`config.mk`:
```
export PLATFORM = sky130hd
export DESIGN_NAME = div_check_flat
export DESIGN_NICKNAME = d
export VERILOG_FILES = /design/src/common/exc_pkg.sv /design/src/common/div_if.sv /design/src/design/div_check.sv /design/src/flat_wrapper.sv
export SDC_FILE = /design/constraint.sdc
export NUM_CORES = 1
export LEC_CHECK = 0
export ABC_CLOCK_PERIOD_IN_PS = 1050
export BUFFER_PORTS_ARGS = -buffer_cell sky130_fd_sc_hd__buf_2
export CAP_MARGIN = 10
export CELL_PAD_IN_SITES_DETAIL_PLACEMENT = 1
export CELL_PAD_IN_SITES_GLOBAL_PLACEMENT = 1
export CORE_ASPECT_RATIO = 1.2
export CORE_MARGIN = 5
export CORE_UTILIZATION = 10
export DETAILED_ROUTE_END_ITERATION = 10
export PLACE_DENSITY_LB_ADDON = 0.1
export RECOVER_POWER = 50
export SYNTH_ARGS = -nofsm -noshare
export SYNTH_HDL_FRONTEND = slang
export SYNTH_SLANG_ARGS = --single-unit
```
`constraint.sdc`:
```
create_clock -name vclk -period 1.05
set_input_delay 0.0525 -clock vclk [all_inputs]
set_output_delay 0.0525 -clock vclk [all_outputs]
set_load 0.005 [all_outputs]
```
`src/common/exc_pkg.sv`:
```
// Constants and types shared by the exception checking block
package exc_pkg;
  localparam int DATA_W = 32;
  localparam int CAUSE_W = 5;
  localparam int OP_W = 6;
  localparam int SYND_W = 6;

  // Cause codes written to the cause field
  localparam logic [4:0] CAUSE_ILLEGAL = 5'h05;
  localparam logic [4:0] CAUSE_MIS_DATA = 5'h06;
  localparam logic [4:0] CAUSE_MIS_DEST = 5'h07;
  localparam logic [4:0] CAUSE_DIV = 5'h08;
  localparam logic [4:0] CAUSE_RESET = 5'h00;

  localparam logic [31:0] ADDR_RESET = 32'h00000000;
  localparam logic [31:0] CPUID_AUTO = 32'h00000000;
  localparam logic [31:0] MOST_NEG = 32'h80000000;
  localparam logic [31:0] MINUS_ONE = 32'hFFFFFFFF;

  // Opcode that escapes to the extension field, and the defined-code masks
  localparam logic [5:0] RTYPE_OPCODE = 6'h3A;
  localparam logic [63:0] OP_DEFINED = 64'h7BFF_FFFF_FFFF_FFFF;
  localparam logic [63:0] OPX_DEFINED = 64'h3FFF_FFFF_FFFF_FFFE;

  // Configuration limits
  localparam int SHADOW_MAX = 63;
  localparam int REGIONS_MIN = 2;
  localparam int REGIONS_MAX = 32;
  localparam int REGION_LOG2_MIN = 6;
  localparam int REGION_LOG2_MAX = 20;

  typedef enum logic [2:0] {
    K_OTHER, K_LOAD, K_STORE, K_DIV, K_XFER
  } kind_type;

  typedef enum logic [1:0] {
    W_BYTE, W_HALF, W_WORD
  } width_type;
endpackage

```
`src/common/div_if.sv`:
```
// Divide operands and error flag between core and divide checker
`timescale 1ns/1ps
`default_nettype none
interface div_if;
  logic [31:0] dividend;
  logic [31:0] divisor;
  logic        is_signed;
  logic        err;
  modport chk (input dividend, input divisor, input is_signed, output err);
  modport src (output dividend, output divisor, output is_signed, input err);
endinterface
`default_nettype wire

```
`src/design/div_check.sv`:
```
// Divide result representability check
`timescale 1ns/1ps
`default_nettype none
module div_check (
  div_if.chk dv
);
  logic zero_div;
  logic overflow;

  assign zero_div = (dv.divisor == 32'h00000000); // RULE_03
  // Only the one signed pair overflows; unsigned never does
  assign overflow = dv.is_signed && (dv.dividend == exc_pkg::MOST_NEG)
                    && (dv.divisor == exc_pkg::MINUS_ONE); // RULE_04
  assign dv.err = zero_div || overflow; // RULE_04
endmodule // div_check
`default_nettype wire

```
`src/flat_wrapper.sv`:
```
// flat-port wrapper written by rule: the top's interface ports become plain ports
module div_check_flat 
  (dv_dividend, dv_divisor, dv_is_signed, dv_err);
  div_if dv_i ();
  input wire logic [$bits(dv_i.dividend)-1:0] dv_dividend;
  input wire logic [$bits(dv_i.divisor)-1:0] dv_divisor;
  input wire logic [$bits(dv_i.is_signed)-1:0] dv_is_signed;
  output wire logic [$bits(dv_i.err)-1:0] dv_err;
  assign dv_i.dividend = dv_dividend;
  assign dv_i.divisor = dv_divisor;
  assign dv_i.is_signed = dv_is_signed;
  assign dv_err = dv_i.err;
  div_check u_core (.dv(dv_i));
endmodule
```
After elaboration in Yosys (flattened, before gate mapping)
Index checks and enable logic that the tools add are counted.
{"block": "totals", "register_bits": 0, "output_inout_bits": 1, "elab_cells": 6, "inputBits": 65}
{"block": "classes", "eq_ne": 2, "n_reduce_logical": 4}
{"operator": "$eq A32 B32 Y1 const B", "count": 2}
{"operator": "$logic_not A32 Y1", "count": 1}
{"operator": "$logic_and A1 B1 Y1", "count": 2}
{"operator": "$logic_or A1 B1 Y1", "count": 1}

Logic depth before layout (Yosys ltp)
Gate-level depths: netlist (run 1).
{"block": "logic_depth", "ltp_word": 4, "mapped_depth": 4, "mapped_depth_nobuf": 4}

Worst setup path before layout (run 1)
No wires, ideal clock.
{"block": "synth_path", "path_kind": "input to output", "from": "in dv_dividend[21]", "to": "out dv_err", "cell_stages": 4, "n_path_buf": 0, "t_required_ps": 998, "path_slack_ps": -53, "arrival_ps": 1051, "path_cell_list": "nand4b_1 -> or4_1 -> nor4_1 -> a21o_1"}
{"block": "synth_via", "elab_chain_cells": 4}
{"item": "from (decl)", "line": "flat_wrapper.sv:5", "rtl": "input wire logic [$bits(dv_i.dividend)-1:0] dv_dividend;"}
{"item": "$eq A32 B32 Y1", "line": "div_check.sv:12", "rtl": "assign overflow = dv.is_signed && (dv.dividend == exc_pkg::MOST_NEG)"}
{"item": "$logic_and A1 B1 Y1", "line": "div_check.sv:12"}
{"item": "$logic_and A1 B1 Y1", "line": "div_check.sv:13", "rtl": "&& (dv.divisor == exc_pkg::MINUS_ONE);"}
{"item": "$logic_or A1 B1 Y1", "line": "div_check.sv:14", "rtl": "assign dv.err = zero_div || overflow;"}
{"item": "to (decl)", "line": "flat_wrapper.sv:8", "rtl": "output wire logic [$bits(dv_i.err)-1:0] dv_err;"}
No other way between the ends.

Final worst setup path (run 1)
{"block": "layout_path", "from": "in dv_divisor[9]", "to": "out dv_err"}
{"block": "layout_via", "elab_chain_cells": 3, "word_cells_on_any_way": 4, "classes_between": "1 x eq/ne; 3 x reduce/logical"}
{"item": "from (decl)", "line": "flat_wrapper.sv:6", "rtl": "input wire logic [$bits(dv_i.divisor)-1:0] dv_divisor;"}
{"item": "$eq A32 B32 Y1", "line": "div_check.sv:13"}
{"item": "$logic_and A1 B1 Y1", "line": "div_check.sv:13"}
{"item": "$logic_or A1 B1 Y1 (*)", "line": "div_check.sv:14"}
Mark *: on every way between the ends. The rest lies on a longest branch, timed or not.

==> results.md, run 1 <==
- The number of buffers inserted by hold repair at cts is 0.
- After floorplanning, the core was divided into 18 placement rows.
- The worst setup path is launched from a primary input.
- The met3 wire length is 270 microns.
- The via count is 640.
- The cell area that synthesis handed to floorplanning was 217.7 sq um.
- The number of antenna violations at the first check in global routing is 0.
- After layout, the clock buffer instance count stands at 0.
- The most used standard cell by instance count after synthesis is sky130_fd_sc_hd__nor4_1.
- The worst-path cell with the longest stage delay is sky130_fd_sc_hd__or4_4.
- The part of the cycle the worst path needs is 128.4%.
- The critical path goes through buf_6, nand4_1, or4_4, nor4_4, a21o_1, buf_2.
- The run finished, with violations left.
- The die is 61.11 microns tall.
- The number of nets in the synthesized netlist is 100.
- Along the worst hold path, the cell count comes to 5.
- The first TritonRoute pass finished after 4 iterations.
- The total routed wire length on the met1 layer is 689 microns.
- The worst stage delay on the critical path is 0.57 ns.
- In this run, distinct cell masters in the synthesized netlist total 10.
- The leakage component of the power is 0.3879 nW.
- Along the worst path, the maximum fanout reaches 2.
- The final sequential cell count is 0.
- The wire length on met2 is 883 microns.
- Across the whole layout, storage elements account for 0 sq um.
- The count of nets after finishing is 181.
- Across the VDD grid, the largest voltage drop is 0.09080 mV.
- The routed design could run at a clock period as short as 1.349 ns.
- The total overflow left after global routing is 0.
- For this design the ratio of total power to cell area is 281.3 nW/um^2.
- For this block, the routed nets add up to 1842 microns of wire.
- The register area share after synthesis is 0%.
- Together, buffers and inverters on the worst path number 2.
- The path category of the worst min-delay check is primary input to output pin.
- Detailed placement ended at an HPWL of 1658 microns.
- Setup violations remaining at the end of the flow were counted as 1.
- The die covers 3214 sq um.
- After technology mapping, the gate count stands at 35.
- The first-pass GRT wire length is 2849 microns.
- The checks that failed: negative setup slack.
- Before CTS, the worst setup slack after placement is -0.2847 ns.
- In the final routed layout, each cell accounts on average for 12.79 microns.
- The worst setup path is of the primary input to output pin kind.
- The startpoint identified for the worst hold timing path is dv_is_signed.
- After floorplanning, the core was sized to cover 2072 sq um.
- Setup repair after global routing could not meet its margin everywhere.
- Ranked by instance count, the synthesized netlist is headed by sky130_fd_sc_hd__nor4_1 (15), sky130_fd_sc_hd__nand4_1 (11), sky130_fd_sc_hd__nor2_1 (2).
- Routability-driven placement finished with a final weighted congestion of 0.6527.
- Pin placement for this block handled 66 I/O pins.
- The relative slew slack is 81.35%.
- At the pin with the least slew margin, the transition time is 0.2772 ns.
- The post-route netlist has 71.05% of its cells at a drive strength greater than 1.
- Once layout is complete, the utilization of the core stands at 36.59%.
- The number of global-route vias before repair is 752.
- Summed over all instances, the cell type with the most area after synthesis is sky130_fd_sc_hd__nor4_1.
- After detailed routing, the number of remaining DRC violations is 0.
- For this run, the top clock speed supported by timing is 741.5 MHz.
- The final-report hold violation count is 0.
- For hold timing, the worst endpoint is dv_err.
- The average cell area after synthesis is 6.220 sq um.
- The uppermost signal routing layer after detailed routing is met3.
- Data on the critical path is required at its endpoint by 1.00 ns.
- Compared with the post-synthesis result, the final layout area differs by 248.3%.
- The area used by multi-input combinational logic is 236.5 sq um.
- The detail route stage leaves a number of antenna-violating nets equal to 0.
- The per-cell via count in the routed design is 4.444.
- The worst setup path is captured at an output pin.
- The Yosys warning count is 0.
- The tightest hold path in the finished design has a slack of 0.5923 ns.
- The largest net degree at the start of global routing is 3.
- The max-slew violation count came to 0.
- The effective utilization at floorplan is 10.51%.
- Once routing completed, OpenROAD measured the worst setup slack at -0.2986 ns.
- 0 antenna diodes ended up in the layout.
- The violation count after the first detailed-routing iteration is 4.
- The fraction of post-synthesis cell area in the top cell type by area is 43.10%.
- The data arrival time at the worst-slack endpoint is 1.30 ns.
- After synthesis, the cell types taking the most area are sky130_fd_sc_hd__nor4_1 (43%), sky130_fd_sc_hd__nand4_1 (32%), sky130_fd_sc_hd__nand4b_1 (4.0%).
- The design draws 213.3 uW.
- The die is 52.60 microns wide.
- Grouping stages by cell kind, the critical path spends the most delay in simple AND/OR/NAND/NOR gates.
- The number of inserted filler cells in the final layout is 302.
- Across the run, the number of max-cap violations was 0.
- Global routing consumed, over all layers together, 11.14% of the routing resources.
- The quantity of I/O buffers inserted on ports is 66.
==> how the worst max path moves through the flow <==
stage / startpoint / endpoint / slack (ns) / cells after the start
after CTS: dv_dividend[21] / dv_err / -0.22 / 6
final: dv_divisor[9] / dv_err / -0.30 / 6
after floorplan: dv_divisor[17] / dv_err / -0.03 / 4
after global routing: dv_divisor[7] / dv_err / -0.37 / 6
after global placement: dv_divisor[17] / dv_err / -0.28 / 6
after detailed placement: dv_divisor[17] / dv_err / -0.28 / 6
==> cell type report <==
cell class,count,share of cell area (%)
Timing Repair Buffer,79,63.86
Multi-Input combinational cell,35,31.19
Tap cell,30,4.950
==> power breakdown <==
part	leakage [nW]	internal [mW]	switching (mW)	total [mW]
Clock	0	0	0	0
Combinational	0.388	0.146	0.0671	0.213
Sequential	0	0	0	0
Total	0.388	0.146	0.0671	0.213
==> layout by cell type (no fill, tap or decap), drive strengths merged <==
master  Yosys  layout
a21o        1       1
nor4b       1       1
nor2        2       2
nand2       1       1
nor3        1       1
nand4b      1       1
or4         1       1
nor4       15      15
or3         1       1
buf         0      79
nand4      11      11
==> stage by stage <==
stage / instances / setup TNS, ns / cell area (sq um)
after detailed placement: 143 / -0.2847 / 675.6
after global routing: 144 / -0.3701 / 758.2
final: 144 / -0.2986 / 758.2
after CTS: 144 / -0.2242 / 726.9
after global placement: 143 / -0.2777 / 675.6
after floorplan: 35 / -0.02726 / 217.7
==> repair_timing <==
item	in CTS	in global routing
pin swaps	4	3
resized for setup	7	5
endpoints found under the setup margin	1	1
setup buffers	1	0
==> per-layer routing <==
metal  track usage, %  up-vias
met5                0        -
met3            3.632        0
met4                0        0
met1            13.19      267
met2            20.74       48
li1                 -      325
==> kinds of logic (layout without fill, tap and decap cells) <==
logic type,count (synthesis),count (layout),synth area share [%]
compound gates,1,1,3.450
simple gates,34,34,96.56
buf+inv,0,79,0
No activity file was read; power rests on OpenSTA's default activity.
==> inputs of run 2 (changes only) <==
- BUFFER_PORTS_ARGS: -buffer_cell sky130_fd_sc_hd__buf_2 -> unset
- CAP_MARGIN: 10 -> 20
- CORE_AREA: unset -> 5 5 42 44
- CORE_ASPECT_RATIO: 1.2 -> unset
- CORE_MARGIN: 5 -> unset
- CORE_UTILIZATION: 10 -> unset
- DIE_AREA: unset -> 0 0 47 49
- DONT_BUFFER_PORTS: unset -> 1
==> run 2 against run 1 <==
  * The run still ends with negative setup slack left
  * Routed wire length decreased by 35%
  * Combinational power decreased by 90%
  * Total power decreased by 90%
  * Critical endpoint unchanged
==> results.md, run 2 (synthesis gave the netlist of run 1 again) <==
- The area used by multi-input combinational logic came to 236.5 sq um (unchanged).
- The count of standard-cell rows is 14 (was 18).
- The power density over the cells is 80.07 nW/um^2 (was 281.3 nW/um^2).
- The fraction of power spent switching nets came to 36.54% (was 31.48%).
- The nature of the critical path endpoint is an output pin (unchanged).
- The worst setup path startpoint is dv_divisor[17] (was dv_divisor[9]).
- The post-route DRC violation count was 0 (unchanged).
- The proportion of power drawn by the clock network is 0% (about the same).
- The final sequential cell count was 0 (unchanged).
- The total wirelength of the detailed-routed design is 1204 microns (was 1842 microns).
- The per-cell via count in the routed design is 6.902 (was 4.444).
- The endpoint of the worst hold path was dv_err (unchanged).
- The utilization after layout is 18.30% (was 36.59%).
- The number of buffer and inverter stages on the critical path is 0 (was 2).
- The storage element area is 0 sq um (unchanged).
- The placer's final routability congestion estimate is 0.6501 (was 0.6527).
- The data required time at the worst endpoint came to 1.00 ns (about the same).
- The final-report hold violation count is 0 (unchanged).
- The leakage component of the power came to 0.04502 nW (was 0.3879 nW).
- The least setup slack across all paths after layout came to -0.07974 ns (was -0.2986 ns).
- The layout-stage area growth over the synthesis result is 17.82% (was 248.3%).
- The number of inserted filler cells in the final layout is 185 (was 302).
- The total power of the final layout is 20.54 uW (was 213.3 uW).
- The fraction of final layout cells with drive strength greater than 1 is 5.714% (was 71.05%).
- The total congestion overflow is 0 (unchanged).
- The relative slew slack came to 80.65% (was 81.35%).
- The top achievable clock speed came to 885.2 MHz (was 741.5 MHz).
- The effective utilization at floorplan is 15.54% (was 10.51%).
- The smallest hold slack came to 0.3908 ns (was 0.5923 ns).
- The cell-internal power was 13.03 uW (was 146.1 uW).
- The quantity of I/O buffers inserted on ports was 0 (was 66).
- The height of the die came to 49 microns (was 61.11 microns).
- The cell area after placement is 237.7 sq um (was 675.6 sq um).
- The data arrival time at the worst-slack endpoint is 1.08 ns (was 1.30 ns).
- The count of max-cap constraint violations is 0 (unchanged).
- The setup-violating endpoint count in the final report is 1 (unchanged).
- The maximum resistive drop on vdd is 0.01467 mV (was 0.09080 mV).
- The total of clock buffers placed in the layout came to 0 (unchanged).
- Unrepaired setup endpoints after global routing: true (unchanged).
- The first-pass iteration count of the detailed router came to 3 (was 4).
- The number of global-route vias before repair was 431 (was 752).
- Status: finished, violations left (unchanged).
- The number of nets with antenna violations after detailed routing is 0 (unchanged).
- The via count was 352 (was 640).
- Critical path cell sequence: nand4_1, or4_4, nor4_4, a21o_1 (was buf_6, nand4_1, or4_4, nor4_4, a21o_1, buf_2).
- The part of the cycle the worst path needs is 107.6% (was 128.4%).
- The die width is 47 microns (was 52.60 microns).
- The count of nets after finishing came to 102 (was 181).
- The biggest fanout along the worst timing path is 2 (unchanged).
- The I/O pin count came to 66 (unchanged).
- The number of buffers inserted by hold repair at cts came to 0 (unchanged).
- The diode insertion count for antenna repair is 0 (unchanged).
- The violation count after the first detailed-routing iteration was 2 (was 4).
- The placeable core region is 1401 sq um (was 2072 sq um).
- The type of origin of the critical path is a primary input (unchanged).
- The path category of the worst min-delay check is primary input to output pin (unchanged).
- The total global-route track usage came to 8.912% (was 11.14%).
- The worst-path cell with the longest stage delay is sky130_fd_sc_hd__or4_4 (unchanged).
- The number of antenna violations at the first check in global routing is 0 (unchanged).
- The design area is 256.5 sq um (was 758.2 sq um).
- The post-route minimum period came to 1.130 ns (was 1.349 ns).
- The number of stages on the worst hold path was 3 (was 5).
- The beginning of the worst hold path is dv_divisor[16] (was dv_is_signed).
- Violations in the final reports: negative setup slack (unchanged).
- The critical path's top delay family is simple AND/OR/NAND/NOR gates (unchanged).
- The slew at the pin closest to its max-slew limit is 0.2876 ns (was 0.2772 ns).
- The first-pass GRT wire length is 1649 microns (was 2849 microns).
- The worst stage delay on the critical path is 0.56 ns (was 0.57 ns).
- The average wire length per cell after detail routing came to 23.61 microns (was 12.79 microns).
- The max-slew violation count came to 0 (unchanged).
- The largest net degree at the start of global routing was 3 (unchanged).
- The critical path start-end classification was primary input to output pin (unchanged).
- The switching component of the power is 7.504 uW (was 67.13 uW).
- The floorplan die area is 2303 sq um (was 3214 sq um).
- Top library cells by usage in the layout, fill and taps aside: sky130_fd_sc_hd__nor4_1 (14), sky130_fd_sc_hd__nand4_1 (11), sky130_fd_sc_hd__nor2_1 (2) (was sky130_fd_sc_hd__buf_2 (57), sky130_fd_sc_hd__nor4_1 (14), sky130_fd_sc_hd__buf_4 (13)).
- The part of the total power dissipated in sequential elements came to 0% (about the same).
- The commonest non-fill, non-tap cell in the layout was sky130_fd_sc_hd__nor4_1 (was sky130_fd_sc_hd__buf_2).
- The combinational fraction of design power is 100.0% (about the same).
-- run 2: stage by stage --
step / setup slack, ns / cells / TNS, ns
finish: -0.07974 / 51 / -0.07974
global route: -0.1372 / 51 / -0.1372
CTS: -0.1228 / 51 / -0.1228
detailed placement: -0.1494 / 51 / -0.1494
global placement: -0.1269 / 51 / -0.1269
floorplan: -0.02726 / 35 / -0.02726
-- run 2: power groups by stage --
stage	combinational, mW	sequential [mW]	clock, mW
2_1_floorplan	0.0175	0	0
3_3_place_gp	0.0190	0	0
3_5_place_dp	0.0199	0	0
4_1_cts	0.0200	0	0
5_1_grt	0.0230	0	0
6_report	0.0205	0	0
-- run 2: layout make-up --
type / count / share of cell area, %
multi-input cells: 35 / 92.20
well taps: 16 / 7.805
-- run 2: worst max path at each step --
stage / endpoint / slack [ns] / cells after the start
finish: dv_err / -0.08 / 4
global route: dv_err / -0.14 / 4
CTS: dv_err / -0.12 / 4
detailed placement: dv_err / -0.15 / 4
global placement: dv_err / -0.13 / 4
floorplan: dv_err / -0.03 / 4
-- run 2: per-layer routing --
| metal | part of all wire [%] | GRT usage (%) | vias up | wire [microns] |
|---|---|---|---|---|
| met4 | 0 | 0 | 0 | 0 |
| met2 | 52 | 16.29 | 31 | 629 |
| li1 | - | - | 166 | - |
| met3 | 20 | 4.428 | 0 | 241 |
| met5 | 0 | 0 | - | 0 |
| met1 | 28 | 9.348 | 155 | 334 |
-- run 2: worst min-delay path, cell delays in order --
cell and delay [ns]:
sky130_fd_sc_hd__nand4_1 0.05, sky130_fd_sc_hd__nor4_1 0.05, sky130_fd_sc_hd__a21o_1 0.19
-- run 2: timing repair --
item / CTS / global route
endpoints found under the setup margin: 1 / 1
pin swaps: 2 / 1
gates resized for setup: 0 / 3
buffers inserted: 0 / 0
